--- src/logic/rcic_pkg.sv ---
// Purpose: Constants for the reset-cause and interrupt control block
// Assumes: Avalon-MM slave, 32-bit data, word addressed by byte address
// Notes: Byte address is four times the register index
package rcic_pkg;
    // Register indices; byte address is four times the index
    localparam logic [7:0] IDX_WATCHDOG_CTRL = 8'h0e;
    localparam logic [7:0] IDX_PENDING = 8'h0f;
    localparam logic [7:0] IDX_MASK = 8'h10;
    localparam logic [7:0] IDX_STATUS = 8'h11;
    localparam logic [7:0] IDX_CMD = 8'h12;
    localparam logic [7:0] IDX_PORT_CFG = 8'h13;
    // Flag bit positions
    localparam int TIMER_BIT = 0;
    localparam int PORT_BIT = 1;
    localparam int EXT_BIT = 2;
    // Control register fields
    localparam int WATCHDOG_RUN_BIT = 7;
    localparam int EXT_SEL_BIT = 6;
    // Status register fields
    localparam int ST_TIMEOUT_BIT = 4;
    localparam int ST_PWRDN_BIT = 3;
    localparam int ST_GIE_BIT = 0;
    localparam int ST_SLEEP_BIT = 1;
    // Command register bits (write one to issue)
    localparam int CMD_GIE_ON = 0;
    localparam int CMD_GIE_OFF = 1;
    localparam int CMD_RETURN = 2;
    localparam int CMD_SLEEP = 3;
    localparam int CMD_WATCHDOG_CLEAR = 4;
    localparam int CMD_TRAP = 5;
    localparam int CMD_PORT_READ = 6;
    // Vectors
    localparam logic [9:0] IRQ_VECTOR = 10'h008;
    localparam logic [9:0] TRAP_VECTOR = 10'h001;
    // Reset values
    localparam logic [7:0] CTRL_RESET = 8'h80;
    localparam logic [2:0] FLAGS_RESET = 3'h0;
endpackage : rcic_pkg

--- src/logic/rcic_edge_detect.sv ---
// Purpose: Falling-edge detector on an already synchronous level
// Assumes: input is in the clk domain
// Notes: Reset level high so a low input at release reads as a falling edge
`timescale 1ns/1ps
module rcic_edge_detect (
    // Clock and reset
    input wire logic clk,
    input wire logic rstN,
    // Level in, pulse out
    input wire logic level,
    output logic fall
);
    logic prev;

    always_ff @(posedge clk or negedge rstN) begin
        if (!rstN) begin
            prev <= 1'b1;
        end else begin
            prev <= level;
        end
    end

    assign fall = prev & ~level;
endmodule : rcic_edge_detect

--- src/logic/rcic_top.sv ---
// Purpose: Reset-cause tracking, interrupt flags, masking and fetch redirect
// Assumes: Core issues ops through the command register; pins are asynchronous
// Notes: Writes finish at once; a read holds one wait state for its data flop
//
// Our own choice: the Avalon-MM interface to the registers.
`timescale 1ns/1ps
module rcic_top #(
    parameter int PORT_W = 8
) (
    // Clock and power-on reset
    input wire logic clk,
    input wire logic arst_n,
    // Avalon-MM slave
    input wire logic [9:0] address,
    input wire logic read,
    input wire logic write,
    input wire logic [31:0] writedata,
    input wire logic [3:0] byteenable,
    output logic [31:0] readdata,
    output logic waitrequest,
    output logic [1:0] response,
    // Asynchronous event pins
    input wire logic resetPinN,
    input wire logic watchdogExpire,
    input wire logic timerOverflowN,
    input wire logic [PORT_W-1:0] port6Pins,
    // Port direction: 1 means output
    input wire logic [PORT_W-1:0] port6IsOutput,
    // Core side
    output logic coreReset,
    output logic irqRequest,
    output logic fetchRedirect,
    output logic [9:0] fetchVector,
    output logic coreSleeping,
    output logic watchdogRun
);
    logic rstMeta;
    logic rstN;
    logic [1:0] pinSyncA;
    logic pinSyncB;
    logic [1:0] dogSyncA;
    logic dogSyncB;
    logic [PORT_W-1:0] portMeta;
    logic [PORT_W-1:0] portSync;
    logic [PORT_W-1:0] portRef;
    logic [1:0] tmrSync;
    logic pinSync;
    logic pinFall;
    logic dogRise;
    logic extFall;
    logic tmrFall;
    logic portChange;
    logic [PORT_W-1:0] portWatch;
    logic [7:0] ctrlReg;
    logic [2:0] pendingFlags;
    logic [2:0] sourceMask;
    logic [2:0] next_pendingFlags;
    logic timeoutFlag;
    logic pwrDownFlag;
    logic globalIrqOn;
    logic sleeping;
    logic softReset;
    logic wrStrobe;
    logic [7:0] regIdx;
    logic [2:0] irqVector;
    logic [6:0] cmd;
    logic rdDone;

    // Power-on reset released through two flops
    always_ff @(posedge clk or negedge arst_n) begin
        if (!arst_n) begin
            rstMeta <= 1'b0;
            rstN <= 1'b0;
        end else begin
            rstMeta <= 1'b1;
            rstN <= rstMeta;
        end
    end

    // Pin synchronisers; first stage feeds only the second
    always_ff @(posedge clk or negedge rstN) begin
        if (!rstN) begin
            pinSyncA <= 2'h3;
            pinSyncB <= 1'b1;
            dogSyncA <= 2'h0;
            dogSyncB <= 1'b0;
            portMeta <= '0;
            portSync <= '0;
            tmrSync <= 2'h3;
        end else begin
            pinSyncA <= {pinSyncA[0], resetPinN};
            // Third stage holds last cycle's level for the event detect
            pinSyncB <= pinSyncA[1];
            dogSyncA <= {dogSyncA[0], watchdogExpire};
            dogSyncB <= dogSyncA[1];
            portMeta <= port6Pins;
            portSync <= portMeta;
            tmrSync <= {tmrSync[0], timerOverflowN};
        end
    end

    assign pinSync = pinSyncA[1];
    // Reset pin event fires on the rising edge ending a low pulse
    // One-cycle events, so coreReset is a single pulse
    assign pinFall = pinSync & ~pinSyncB;
    assign dogRise = dogSyncA[1] & ~dogSyncB & watchdogRun;

    rcic_edge_detect uExtEdge (
        .clk(clk),
        .rstN(rstN),
        .level(portSync[0] | ~ctrlReg[rcic_pkg::EXT_SEL_BIT]),
        .fall(extFall)
    );

    rcic_edge_detect uTmrEdge (
        .clk(clk),
        .rstN(rstN),
        .level(tmrSync[1]),
        .fall(tmrFall)
    );

    always_comb begin
        portWatch = ~port6IsOutput;
        if (ctrlReg[rcic_pkg::EXT_SEL_BIT]) begin
            portWatch[0] = 1'b0;
        end
    end
    assign portChange = |((portSync ^ portRef) & portWatch);

    // Reset sources; pin and watchdog reset the core
    assign softReset = pinFall | dogRise;

    // Bus decode; word address from byte address
    assign regIdx = address[9:2];
    assign wrStrobe = write & byteenable[0];
    assign cmd = (wrStrobe && regIdx == rcic_pkg::IDX_CMD) ? writedata[6:0] : 7'h00;

    // Reads stall one cycle so readdata stands when waitrequest drops
    // Costs a cycle per read but keeps the data output a flop
    always_ff @(posedge clk or negedge rstN) begin
        if (!rstN) begin
            rdDone <= 1'b0;
        end else begin
            rdDone <= read & ~rdDone;
        end
    end
    assign waitrequest = read & ~rdDone;

    // Reference loaded by port read op
    always_ff @(posedge clk or negedge rstN) begin
        if (!rstN) begin
            portRef <= '0;
        end else if (cmd[rcic_pkg::CMD_PORT_READ]) begin
            portRef <= portSync;
        end
    end

    // Control register; watchdog run forced on at every reset and wake
    always_ff @(posedge clk or negedge rstN) begin
        if (!rstN) begin
            ctrlReg <= rcic_pkg::CTRL_RESET;
        end else if (softReset) begin
            ctrlReg <= rcic_pkg::CTRL_RESET;
        end else if (sleeping && sourceMask[rcic_pkg::PORT_BIT] && portChange) begin
            ctrlReg[rcic_pkg::WATCHDOG_RUN_BIT] <= 1'b1;
        end else if (wrStrobe && regIdx == rcic_pkg::IDX_WATCHDOG_CTRL) begin
            ctrlReg[rcic_pkg::WATCHDOG_RUN_BIT] <= writedata[rcic_pkg::WATCHDOG_RUN_BIT];
            ctrlReg[rcic_pkg::EXT_SEL_BIT] <= writedata[rcic_pkg::EXT_SEL_BIT];
            ctrlReg[4] <= writedata[4];
        end
    end
    assign watchdogRun = ctrlReg[rcic_pkg::WATCHDOG_RUN_BIT];

    always_ff @(posedge clk or negedge rstN) begin
        if (!rstN) begin
            sourceMask <= 3'h0;
        end else if (softReset) begin
            sourceMask <= 3'h0;
        end else if (wrStrobe && regIdx == rcic_pkg::IDX_MASK) begin
            sourceMask <= writedata[2:0];
        end
    end

    // Timer and external set unmasked; port change masked
    always_comb begin
        next_pendingFlags = pendingFlags;
        if (wrStrobe && regIdx == rcic_pkg::IDX_PENDING) begin
            next_pendingFlags = writedata[2:0];
        end
        if (tmrFall) begin
            next_pendingFlags[rcic_pkg::TIMER_BIT] = 1'b1;
        end
        if (extFall) begin
            next_pendingFlags[rcic_pkg::EXT_BIT] = 1'b1;
        end
        if (portChange && sourceMask[rcic_pkg::PORT_BIT]) begin
            next_pendingFlags[rcic_pkg::PORT_BIT] = 1'b1;
        end
    end

    // Cleared by any reset, kept across change wake
    always_ff @(posedge clk or negedge rstN) begin
        if (!rstN) begin
            pendingFlags <= rcic_pkg::FLAGS_RESET;
        end else if (softReset) begin
            pendingFlags <= rcic_pkg::FLAGS_RESET;
        end else begin
            pendingFlags <= next_pendingFlags;
        end
    end

    always_ff @(posedge clk or negedge rstN) begin
        if (!rstN) begin
            globalIrqOn <= 1'b0;
        end else if (softReset) begin
            globalIrqOn <= 1'b0;
        end else if (cmd[rcic_pkg::CMD_GIE_ON] || cmd[rcic_pkg::CMD_RETURN]) begin
            globalIrqOn <= 1'b1;
        end else if (cmd[rcic_pkg::CMD_GIE_OFF] || fetchRedirect) begin
            globalIrqOn <= 1'b0;
        end
    end

    // Sleep left only by pin, watchdog or change
    always_ff @(posedge clk or negedge rstN) begin
        if (!rstN) begin
            sleeping <= 1'b0;
        end else if (softReset) begin
            sleeping <= 1'b0;
        end else if (sleeping && sourceMask[rcic_pkg::PORT_BIT] && portChange) begin
            sleeping <= 1'b0;
        end else if (cmd[rcic_pkg::CMD_SLEEP]) begin
            sleeping <= 1'b1;
        end
    end
    assign coreSleeping = sleeping;

    // Timeout and power-down flags
    always_ff @(posedge clk or negedge rstN) begin
        if (!rstN) begin
            timeoutFlag <= 1'b1;
            pwrDownFlag <= 1'b1;
        end else if (dogRise) begin
            timeoutFlag <= 1'b0;
            if (sleeping) begin
                pwrDownFlag <= 1'b0;
            end
        end else if (pinFall) begin
            if (sleeping) begin
                timeoutFlag <= 1'b1;
                pwrDownFlag <= 1'b0;
            end
        end else if (sleeping && sourceMask[rcic_pkg::PORT_BIT] && portChange) begin
            timeoutFlag <= 1'b1;
            pwrDownFlag <= 1'b0;
        end else if (cmd[rcic_pkg::CMD_WATCHDOG_CLEAR]) begin
            timeoutFlag <= 1'b1;
            pwrDownFlag <= 1'b1;
        end else if (cmd[rcic_pkg::CMD_SLEEP]) begin
            timeoutFlag <= 1'b1;
            pwrDownFlag <= 1'b0;
        end
    end

    assign irqVector = pendingFlags & sourceMask;

    // Fetch redirect; trap outranks a source interrupt
    always_ff @(posedge clk or negedge rstN) begin
        if (!rstN) begin
            fetchRedirect <= 1'b0;
            fetchVector <= 10'h000;
            irqRequest <= 1'b0;
            coreReset <= 1'b1;
        end else begin
            coreReset <= softReset;
            irqRequest <= |irqVector;
            fetchRedirect <= 1'b0;
            if (cmd[rcic_pkg::CMD_TRAP] && globalIrqOn) begin
                fetchRedirect <= 1'b1;
                fetchVector <= rcic_pkg::TRAP_VECTOR;
            end else if (globalIrqOn && !sleeping && !fetchRedirect && |irqVector) begin
                // Interrupt vector, also after change wake
                fetchRedirect <= 1'b1;
                fetchVector <= rcic_pkg::IRQ_VECTOR;
            end
        end
    end

    // Read mux, loaded in the stall cycle
    // Holds until the next read, so the master sees it when the stall ends
    always_ff @(posedge clk or negedge rstN) begin
        if (!rstN) begin
            readdata <= 32'h0000_0000;
            response <= 2'h0;
        end else if (read && !rdDone) begin
            response <= 2'h0;
            unique case (regIdx)
                rcic_pkg::IDX_WATCHDOG_CTRL: readdata <= {24'h000000, ctrlReg[7:6], 1'b0,
                                                         ctrlReg[4], 4'h0};
                rcic_pkg::IDX_PENDING: readdata <= {29'h0, pendingFlags};
                rcic_pkg::IDX_MASK: readdata <= {29'h0, sourceMask};
                rcic_pkg::IDX_STATUS: readdata <= {27'h0, timeoutFlag, pwrDownFlag, 1'b0,
                                                   sleeping, globalIrqOn};
                rcic_pkg::IDX_PORT_CFG: readdata <= {24'h000000, 8'(portSync)};
                default: begin
                    readdata <= 32'h0000_0000;
                    response <= 2'h2;
                end
            endcase
        end
    end
endmodule : rcic_top

--- config.mk ---
export PLATFORM = sky130hd
export DESIGN_NAME = rcic_top
export DESIGN_NICKNAME = d
export VERILOG_FILES = /design/src/logic/rcic_pkg.sv /design/src/logic/rcic_edge_detect.sv /design/src/logic/rcic_top.sv
export SDC_FILE = /design/constraint.sdc
export NUM_CORES = 1
export LEC_CHECK = 0
export ABC_AREA = 0
export BUFFER_PORTS_ARGS = -buffer_cell sky130_fd_sc_hd__buf_2
export CORE_MARGIN = 2
export CORE_UTILIZATION = 40
export DETAILED_ROUTE_END_ITERATION = 8
export GPL_ROUTABILITY_DRIVEN = 0
export GPL_TIMING_DRIVEN = 0
export PLACE_DENSITY = 0.69
export SYNTH_ARGS = -nofsm -noshare
export SYNTH_HDL_FRONTEND = slang
export SYNTH_HIERARCHICAL = 1
export SYNTH_SLANG_ARGS = --single-unit
--- constraint.sdc ---
create_clock -name clk -period 2.6 [get_ports clk]
set_input_delay 0.26 -clock clk [delete_from_list [all_inputs] [get_ports clk]]
set_output_delay 0.26 -clock clk [all_outputs]
set_load 0.03 [all_outputs]
### After elaboration in Yosys (flattened, before gate mapping)

Cells that the tools add are included.

| storage, ports and cells | value |
|---|---|
| bits in registers | 97 |
| input bits | 69 |

| operators by class | value |
|---|---|
| equality and inequality tests | 8 |
| multiplexer cells | 39 |
| bitwise gates (word level) | 19 |
| reductions and logical operators | 32 |

Operator list:

| operator | number |
|---|---|
| 8-bit case mux with 5 select lines | 1 |
| 8-bit by 5-bit equality test with 1-bit output, second input constant | 4 |
| 1-bit two-way mux | 28 |
| 10-bit two-way mux | 2 |
| 3-bit nonzero test | 6 |
| 8-bit by 4-bit equality test with 1-bit output, second input constant | 2 |
| 1-bit logical AND | 12 |
| 3-bit two-way mux | 4 |
| 8-bit bitwise AND | 1 |
| 8-bit NOT | 1 |
| 8-bit OR reduction | 1 |
| 8-bit bitwise XOR | 1 |
| 1-bit bitwise AND | 7 |
| 7-bit two-way mux | 1 |
| 2-bit two-way mux | 3 |
| 1-bit NOT | 6 |
| 2-bit nonzero test | 3 |
| 5-bit nonzero test | 1 |
| 5-bit OR reduction | 1 |
| 2-bit AND reduction | 2 |
| 3-bit bitwise AND | 1 |
| 1-bit zero test | 3 |
| 3-bit by 1-bit inequality test with 1-bit output, second input constant | 1 |
| 3-bit OR reduction | 1 |
| 3 further kinds | 5 |

### Longest topological paths before layout

| depth | value |
|---|---|
| word-level depth | 8 |
| gate-level depth with buffers | 5 |
| depth with buffers taken out | 5 |

### Cells and area by module

The synthesis kept the hierarchy.

Modules (own cells, without submodules):

| module | times used | cells an instance | area an instance (µm²) |
|---|---|---|---|
| rcic_top | 1 | 234 | 2755.1 |
| rcic_edge_detect | 2 | 2 | 40.0 |

### Least setup slack after synthesis

No wires, ideal clock.

| path | value |
|---|---|
| path type | input to register |
| start point | in address[7] |
| end point | reg portRef[0] |
| arrival | 1.530 ns |
| required time | 2.475 ns |
| path slack | 0.946 ns |
| stages | 4 |
| path buffers | 0 |
| cell sequence | or3_4 > nor4_4 > nand2_4 > mux2_2 |

| between the ends | value |
|---|---|
| longest elaborated chain between the ends | 3 |

RTL lines:

| what | line | source |
|---|---|---|
| start: declaration | rcic_top.sv:14 | `input wire logic [9:0] address,` |
| 8-bit by 5-bit equality test with 1-bit output | rcic_top.sv:136 | `assign cmd = (wrStrobe && regIdx == rcic_pkg::IDX_CMD) ? writedata[6:0] : 7'h00;` |
| 1-bit logical AND | rcic_top.sv:136 |  |
| 7-bit two-way mux | rcic_top.sv:136 |  |
| end signal: assignment | rcic_top.sv:154 | `portRef <= portSync;` |
| end: declaration | rcic_top.sv:45 | `logic [PORT_W-1:0] portRef;` |

Every way passes these cells.
A chain may end at the register's enable or synchronous reset.

### Final worst setup path

| path | value |
|---|---|
| start point | reg portSync[5] |
| end point | reg ctrlReg[4] |

| between the ends | value |
|---|---|
| longest elaborated chain between the ends | 6 |

RTL lines:

| what | line | source |
|---|---|---|
| start: declaration | rcic_top.sv:44 | `logic [PORT_W-1:0] portSync;` |
| start signal: assignment | rcic_top.sv:97 | `portSync <= portMeta;` |
| 8-bit bitwise XOR | rcic_top.sv:128 | `assign portChange = \|((portSync ^ portRef) & portWatch);` |
| 8-bit bitwise AND | rcic_top.sv:128 |  |
| 8-bit OR reduction | rcic_top.sv:128 |  |
| 1-bit logical AND | rcic_top.sv:164 | `end else if (sleeping && sourceMask[rcic_pkg::PORT_BIT] && portChange) begin` |
| 2-bit inequality test (no source line) | - |  |
| 2-bit AND reduction (no source line) | - |  |
| end signal: assignment | rcic_top.sv:163 | `ctrlReg <= rcic_pkg::CTRL_RESET;` |
| end signal: indexed assignment | rcic_top.sv:167 | `ctrlReg[rcic_pkg::WATCHDOG_RUN_BIT] <= writedata[rcic_pkg::WATCHDOG_RUN_BIT];` |
| end signal: indexed assignment | rcic_top.sv:168 | `ctrlReg[rcic_pkg::EXT_SEL_BIT] <= writedata[rcic_pkg::EXT_SEL_BIT];` |
| end: declaration | rcic_top.sv:54 | `logic [7:0] ctrlReg;` |

Every way passes these cells.

==> impl_table.tex <==
\begin{tabular}{lr}
\hline
Metric & Value \\
\hline
\multicolumn{2}{l}{\textbf{Global route}} \\
\quad Largest net degree at the start of global routing & 35 \\
\quad Overall Global Routing Usage & between 10\% and 20\% \\
\quad Initial antenna violation count & 0 \\
\quad First-pass GRT wire length & 8940 um \\
\quad Overall overflow remaining after global route & 0 \\
\quad Number of global-route vias before repair & approximately 1900 \\
\multicolumn{2}{l}{\textbf{Hold path}} \\
\quad Worst min-delay path category & input pin to flip-flop \\
\multicolumn{2}{l}{\textbf{Worst setup path}} \\
\quad Arrival time of the worst setup path & 2050 ps \\
\quad Required time at the worst-slack endpoint & about 2900 ps \\
\quad Largest fanout on the critical path & 3 \\
\quad Worst Setup End Kind & flip-flop \\
\quad Type of the setup path with the least slack & flip-flop to flip-flop \\
\quad Maximum cell stage delay along the critical path & $\sim$470 ps \\
\quad Critical Path Start Type & flip-flop \\
\quad Crit-path slowest cell & sky130\_fd\_sc\_hd\_\_o41a\_1 \\
\quad Cell-by-cell trace of the critical path & xnor2\_1, o22ai\_1, o41a\_1, a21oi\_1, mux2i\_1 \\
\multicolumn{2}{l}{\textbf{Detailed routing}} \\
\quad DRC violation count after routing & 0 \\
\quad WL/cell & 12.6 um \\
\quad DRT Wirelength & around 5700 um \\
\quad Detailed-router iteration count before antenna repair & 5 \\
\quad Average vias per placed instance & between 4 and 5 \\
\quad Detailed-route via count & a little over 2000 \\
\quad 1st-iter DRT viols & roughly 110 \\
\quad Final ANT Viol Nets & 0 \\
\multicolumn{2}{l}{\textbf{Clock tree}} \\
\quad Clock buffers created by TritonCTS & 9 \\
\quad Clk\_lat worst skew & $\sim$350 ps \\
\quad Clock tree root buffer cell & sky130\_fd\_sc\_hd\_\_clkbuf\_8 \\
\quad Post\_cts resized & 0 \\
\quad Maximum level of the CTS H-tree & 3 \\
\quad CTS hold repair buffers & 10 \\
\quad Sink Count & 64 \\
\quad Clock tree from TritonCTS & yes \\
\quad Clk buf depth & 2 \\
\quad Post-CTS Setup Repair Bufs & 0 \\
\quad Reg clk slew, reported paths & 70 ps \\
\multicolumn{2}{l}{\textbf{Timing}} \\
\quad Clock Skew & 7.02 ps \\
\quad WHS & between 15 and 20 ps \\
\quad Top achievable clock speed & approximately 0.56 GHz \\
\quad Final setup viols & 0 \\
\quad Max-slew violations & 0 \\
\quad Setup repair after global routing missed its margin & no \\
\quad Measured slew at the worst slew-check pin & between 700 and 800 ps \\
\quad Final worst path period need & between 1500 and 2000 ps \\
\quad Setup TNS & 0 ps \\
\quad Final-report hold violation count & 0 \\
\quad Relative slew margins & 51.0\% \\
\quad Portion of the clock cycle consumed by the worst path in the final layout & 68.6\% \\
\multicolumn{2}{l}{\textbf{Synthesis}} \\
\quad Fraction of synthesized cell area taken by the top area cell type & around 47\% \\
\quad Xor-xnor portion of the synthesized cell area & under 10\% \\
\quad Fraction of registers with async set or reset after synthesis & 100\% \\
\quad Top post-synthesis cells by area & sky130\_fd\_sc\_hd\_\_dfrtp\_1, sky130\_fd\_sc\_hd\_\_dfstp\_2, sky130\_fd\_sc\_hd\_\_buf\_4, sky130\_fd\_sc\_hd\_\_mux2i\_1, sky130\_fd\_sc\_hd\_\_mux2\_2 \\
\quad Predominant post-synthesis flop cell & sky130\_fd\_sc\_hd\_\_dfrtp\_1 \\
\quad Fraction of the mapped netlist area in compound gates & around 9.8\% \\
\quad Number of instances in the synthesized netlist & 238 \\
\quad Mux cell area share after synthesis & about 7.5\% \\
\quad Sequential element share of the synthesized area & 57.0\% \\
\quad Netlist cell types & 45 \\
\quad Post-synthesis instance area & 2840 sq um \\
\quad Cell taking the most area after synthesis & sky130\_fd\_sc\_hd\_\_dfrtp\_1 \\
\quad Syn. warnings & 6 \\
\quad Cell with the most instances after synthesis & sky130\_fd\_sc\_hd\_\_dfrtp\_1 \\
\quad Avg Synthesized Cell Area & between 10 and 15 sq um \\
\quad Adder-cell share of the synthesized area & 0\% \\
\quad Flops \& latches, synth & 64 \\
\quad Largest family of logic cells by synthesized area & simple AND/OR/NAND/NOR gates \\
\quad Area share of and/or/nand/nor cells after synthesis & 13.0\% \\
\quad Number of flops mapped to enable cells by yosys & 0 \\
\quad Ranking of synthesized cells by instance count & sky130\_fd\_sc\_hd\_\_dfrtp\_1, sky130\_fd\_sc\_hd\_\_buf\_4, sky130\_fd\_sc\_hd\_\_nand2\_1 \\
\multicolumn{2}{l}{\textbf{Floorplan}} \\
\quad Die outline width & 88.2 um \\
\quad Initial Util & between 40\% and 50\% \\
\quad Top Ports & 119 \\
\quad Total Die Area & between 7000 and 8000 sq um \\
\quad Number of placement rows & 30 \\
\quad DIE HEIGHT & a little under 90 um \\
\quad Area of the core & 6830 sq um \\
\multicolumn{2}{l}{\textbf{Place}} \\
\quad Detailed placer's ending HPWL & approximately 4400 um \\
\quad Quantity of I/O buffers inserted on ports & 56 \\
\multicolumn{2}{l}{\textbf{Cells and area}} \\
\quad Final nets & roughly 420 \\
\quad Seq. cell area & roughly 1600 sq um \\
\quad Fraction of layout cells with a size suffix above 1 & 39.1\% \\
\quad Inserted Diodes & 0 \\
\quad Area grow syn2layout & 31.4\% \\
\quad Combined area of the multi-input logic cells & around 1100 sq um \\
\quad \# fillers & $\sim$650 \\
\multicolumn{2}{l}{\textbf{Power and ir drop}} \\
\quad LEAKAGE & approximately 1.8 nW \\
\quad Worst ir drop on vdd & approximately 430 uV \\
\quad Final total power & between 0.002 and 0.0025 W \\
\quad Power Density & 626 nW/um\^{}2 \\
\multicolumn{2}{l}{\textbf{Job}} \\
\quad \# Max-Cap Violations & 0 \\
\multicolumn{2}{l}{\textbf{Status}} \\
\quad Run status & completed \\
\hline
\end{tabular}
final cells by class:
cell class,instances,area share (%)
flip-flops and latches,64,43.4
multi-input cells,163,28.3
repair buffers,67,10.7
plain buffers,35,6.85
clock inverters,7,3.36
clock buffers,9,3.32
well taps,96,3.22
inverters,8,0.806
metrics by stage:
step	setup slack [ps]	utilization [%]	std cells	cell area (sq um)
6_report	816	54.5	449	3730
3_5_place_dp	592	49.4	423	3380
5_1_grt	659	54.5	449	3730
4_1_cts	794	54.5	449	3730
3_3_place_gp	90.0	49.1	422	3360
2_1_floorplan	705	-	270	2960
power by group:
| part | internal (W) | leakage (nW) | switching [W] |
|---|---|---|---|
| combinational | 0.0000922 | 0.891 | 0.000135 |
| sequential | 0.00103 | 0.793 | 0.0000257 |
| clock | 0.000648 | 0.125 | 0.000405 |
| total | 0.00177 | 1.81 | 0.000566 |
registers in the layout, indices dropped and copies added, names as in the netlist, 2 cells and up:
register	count
sourceMask	3
pinSyncA	2
ctrlReg	3
portSync	8
portMeta	8
fetchVector	2
readdata	8
tmrSync	2
pendingFlags	3
dogSyncA	2
portRef	8
path summary, 6_finish.rpt:
kind,from,endpoint,slack (ps),depth (start not counted)
setup / recovery,portSync[5],ctrlReg[4],820,5
hold / removal,port6Pins[2],portMeta[2],20,1
setup reg to reg,portSync[5],ctrlReg[4],820,5
hold reg to reg,rstN,portRef[4],330,0
max in group asynchronous,rstN,uExtEdge/prev,1590,1
min in group asynchronous,arst_n,rstN,230,2
routing by layer:
| layer | part of all wire [%] | vias up | global-route usage (%) | wire [um] |
|---|---|---|---|---|
| li1 | - | 979 | - | - |
| met1 | 43 | 944 | 18.6 | 2420 |
| met2 | 47 | 84 | 25.2 | 2660 |
| met3 | 7.8 | 15 | 5.94 | 441 |
| met4 | 2.3 | 0 | 6.75 | 128 |
| met5 | 0 | - | 0 | 0 |
cells by family (layout without fill, tap and decap cells):
logic type / after synthesis / in the layout
mux: 20 / 20
compound gates: 41 / 41
buf+inv: 43 / 126
flops: 64 / 64
xor+xnor: 8 / 8
simple gates: 60 / 60
other cells: 2 / 34
critical path: cells and delay by family, from the launching register on:
kind / cells / cell delay, ps
AO/OA/AOI/OAI: 3 / 880
XOR/XNOR: 1 / 170
flip-flops: 1 / 420
multiplexers: 1 / 230
placed cells by master, fill, tap and decap left out, drive strengths merged, types with 2 or more instances in the layout:
cell / n
o22ai: 5
nor3b: 3
mux2: 9
inv: 10
a31oi: 2
nor3: 4
a22oi: 3
bufinv: 3
clkbuf: 11
a22o: 3
o32ai: 2
nand2b: 5
nand3: 6
a21oi: 10
nor2b: 3
clkinv: 2
buf: 90
o21ai: 7
mux2i: 11
conb: 34
nand2: 19
nor2: 11
dfrtp: 53
or3: 3
dlygate4sd3: 10
xnor2: 8
and3b: 2
dfstp: 11
Power figures use the tool's default switching activity.
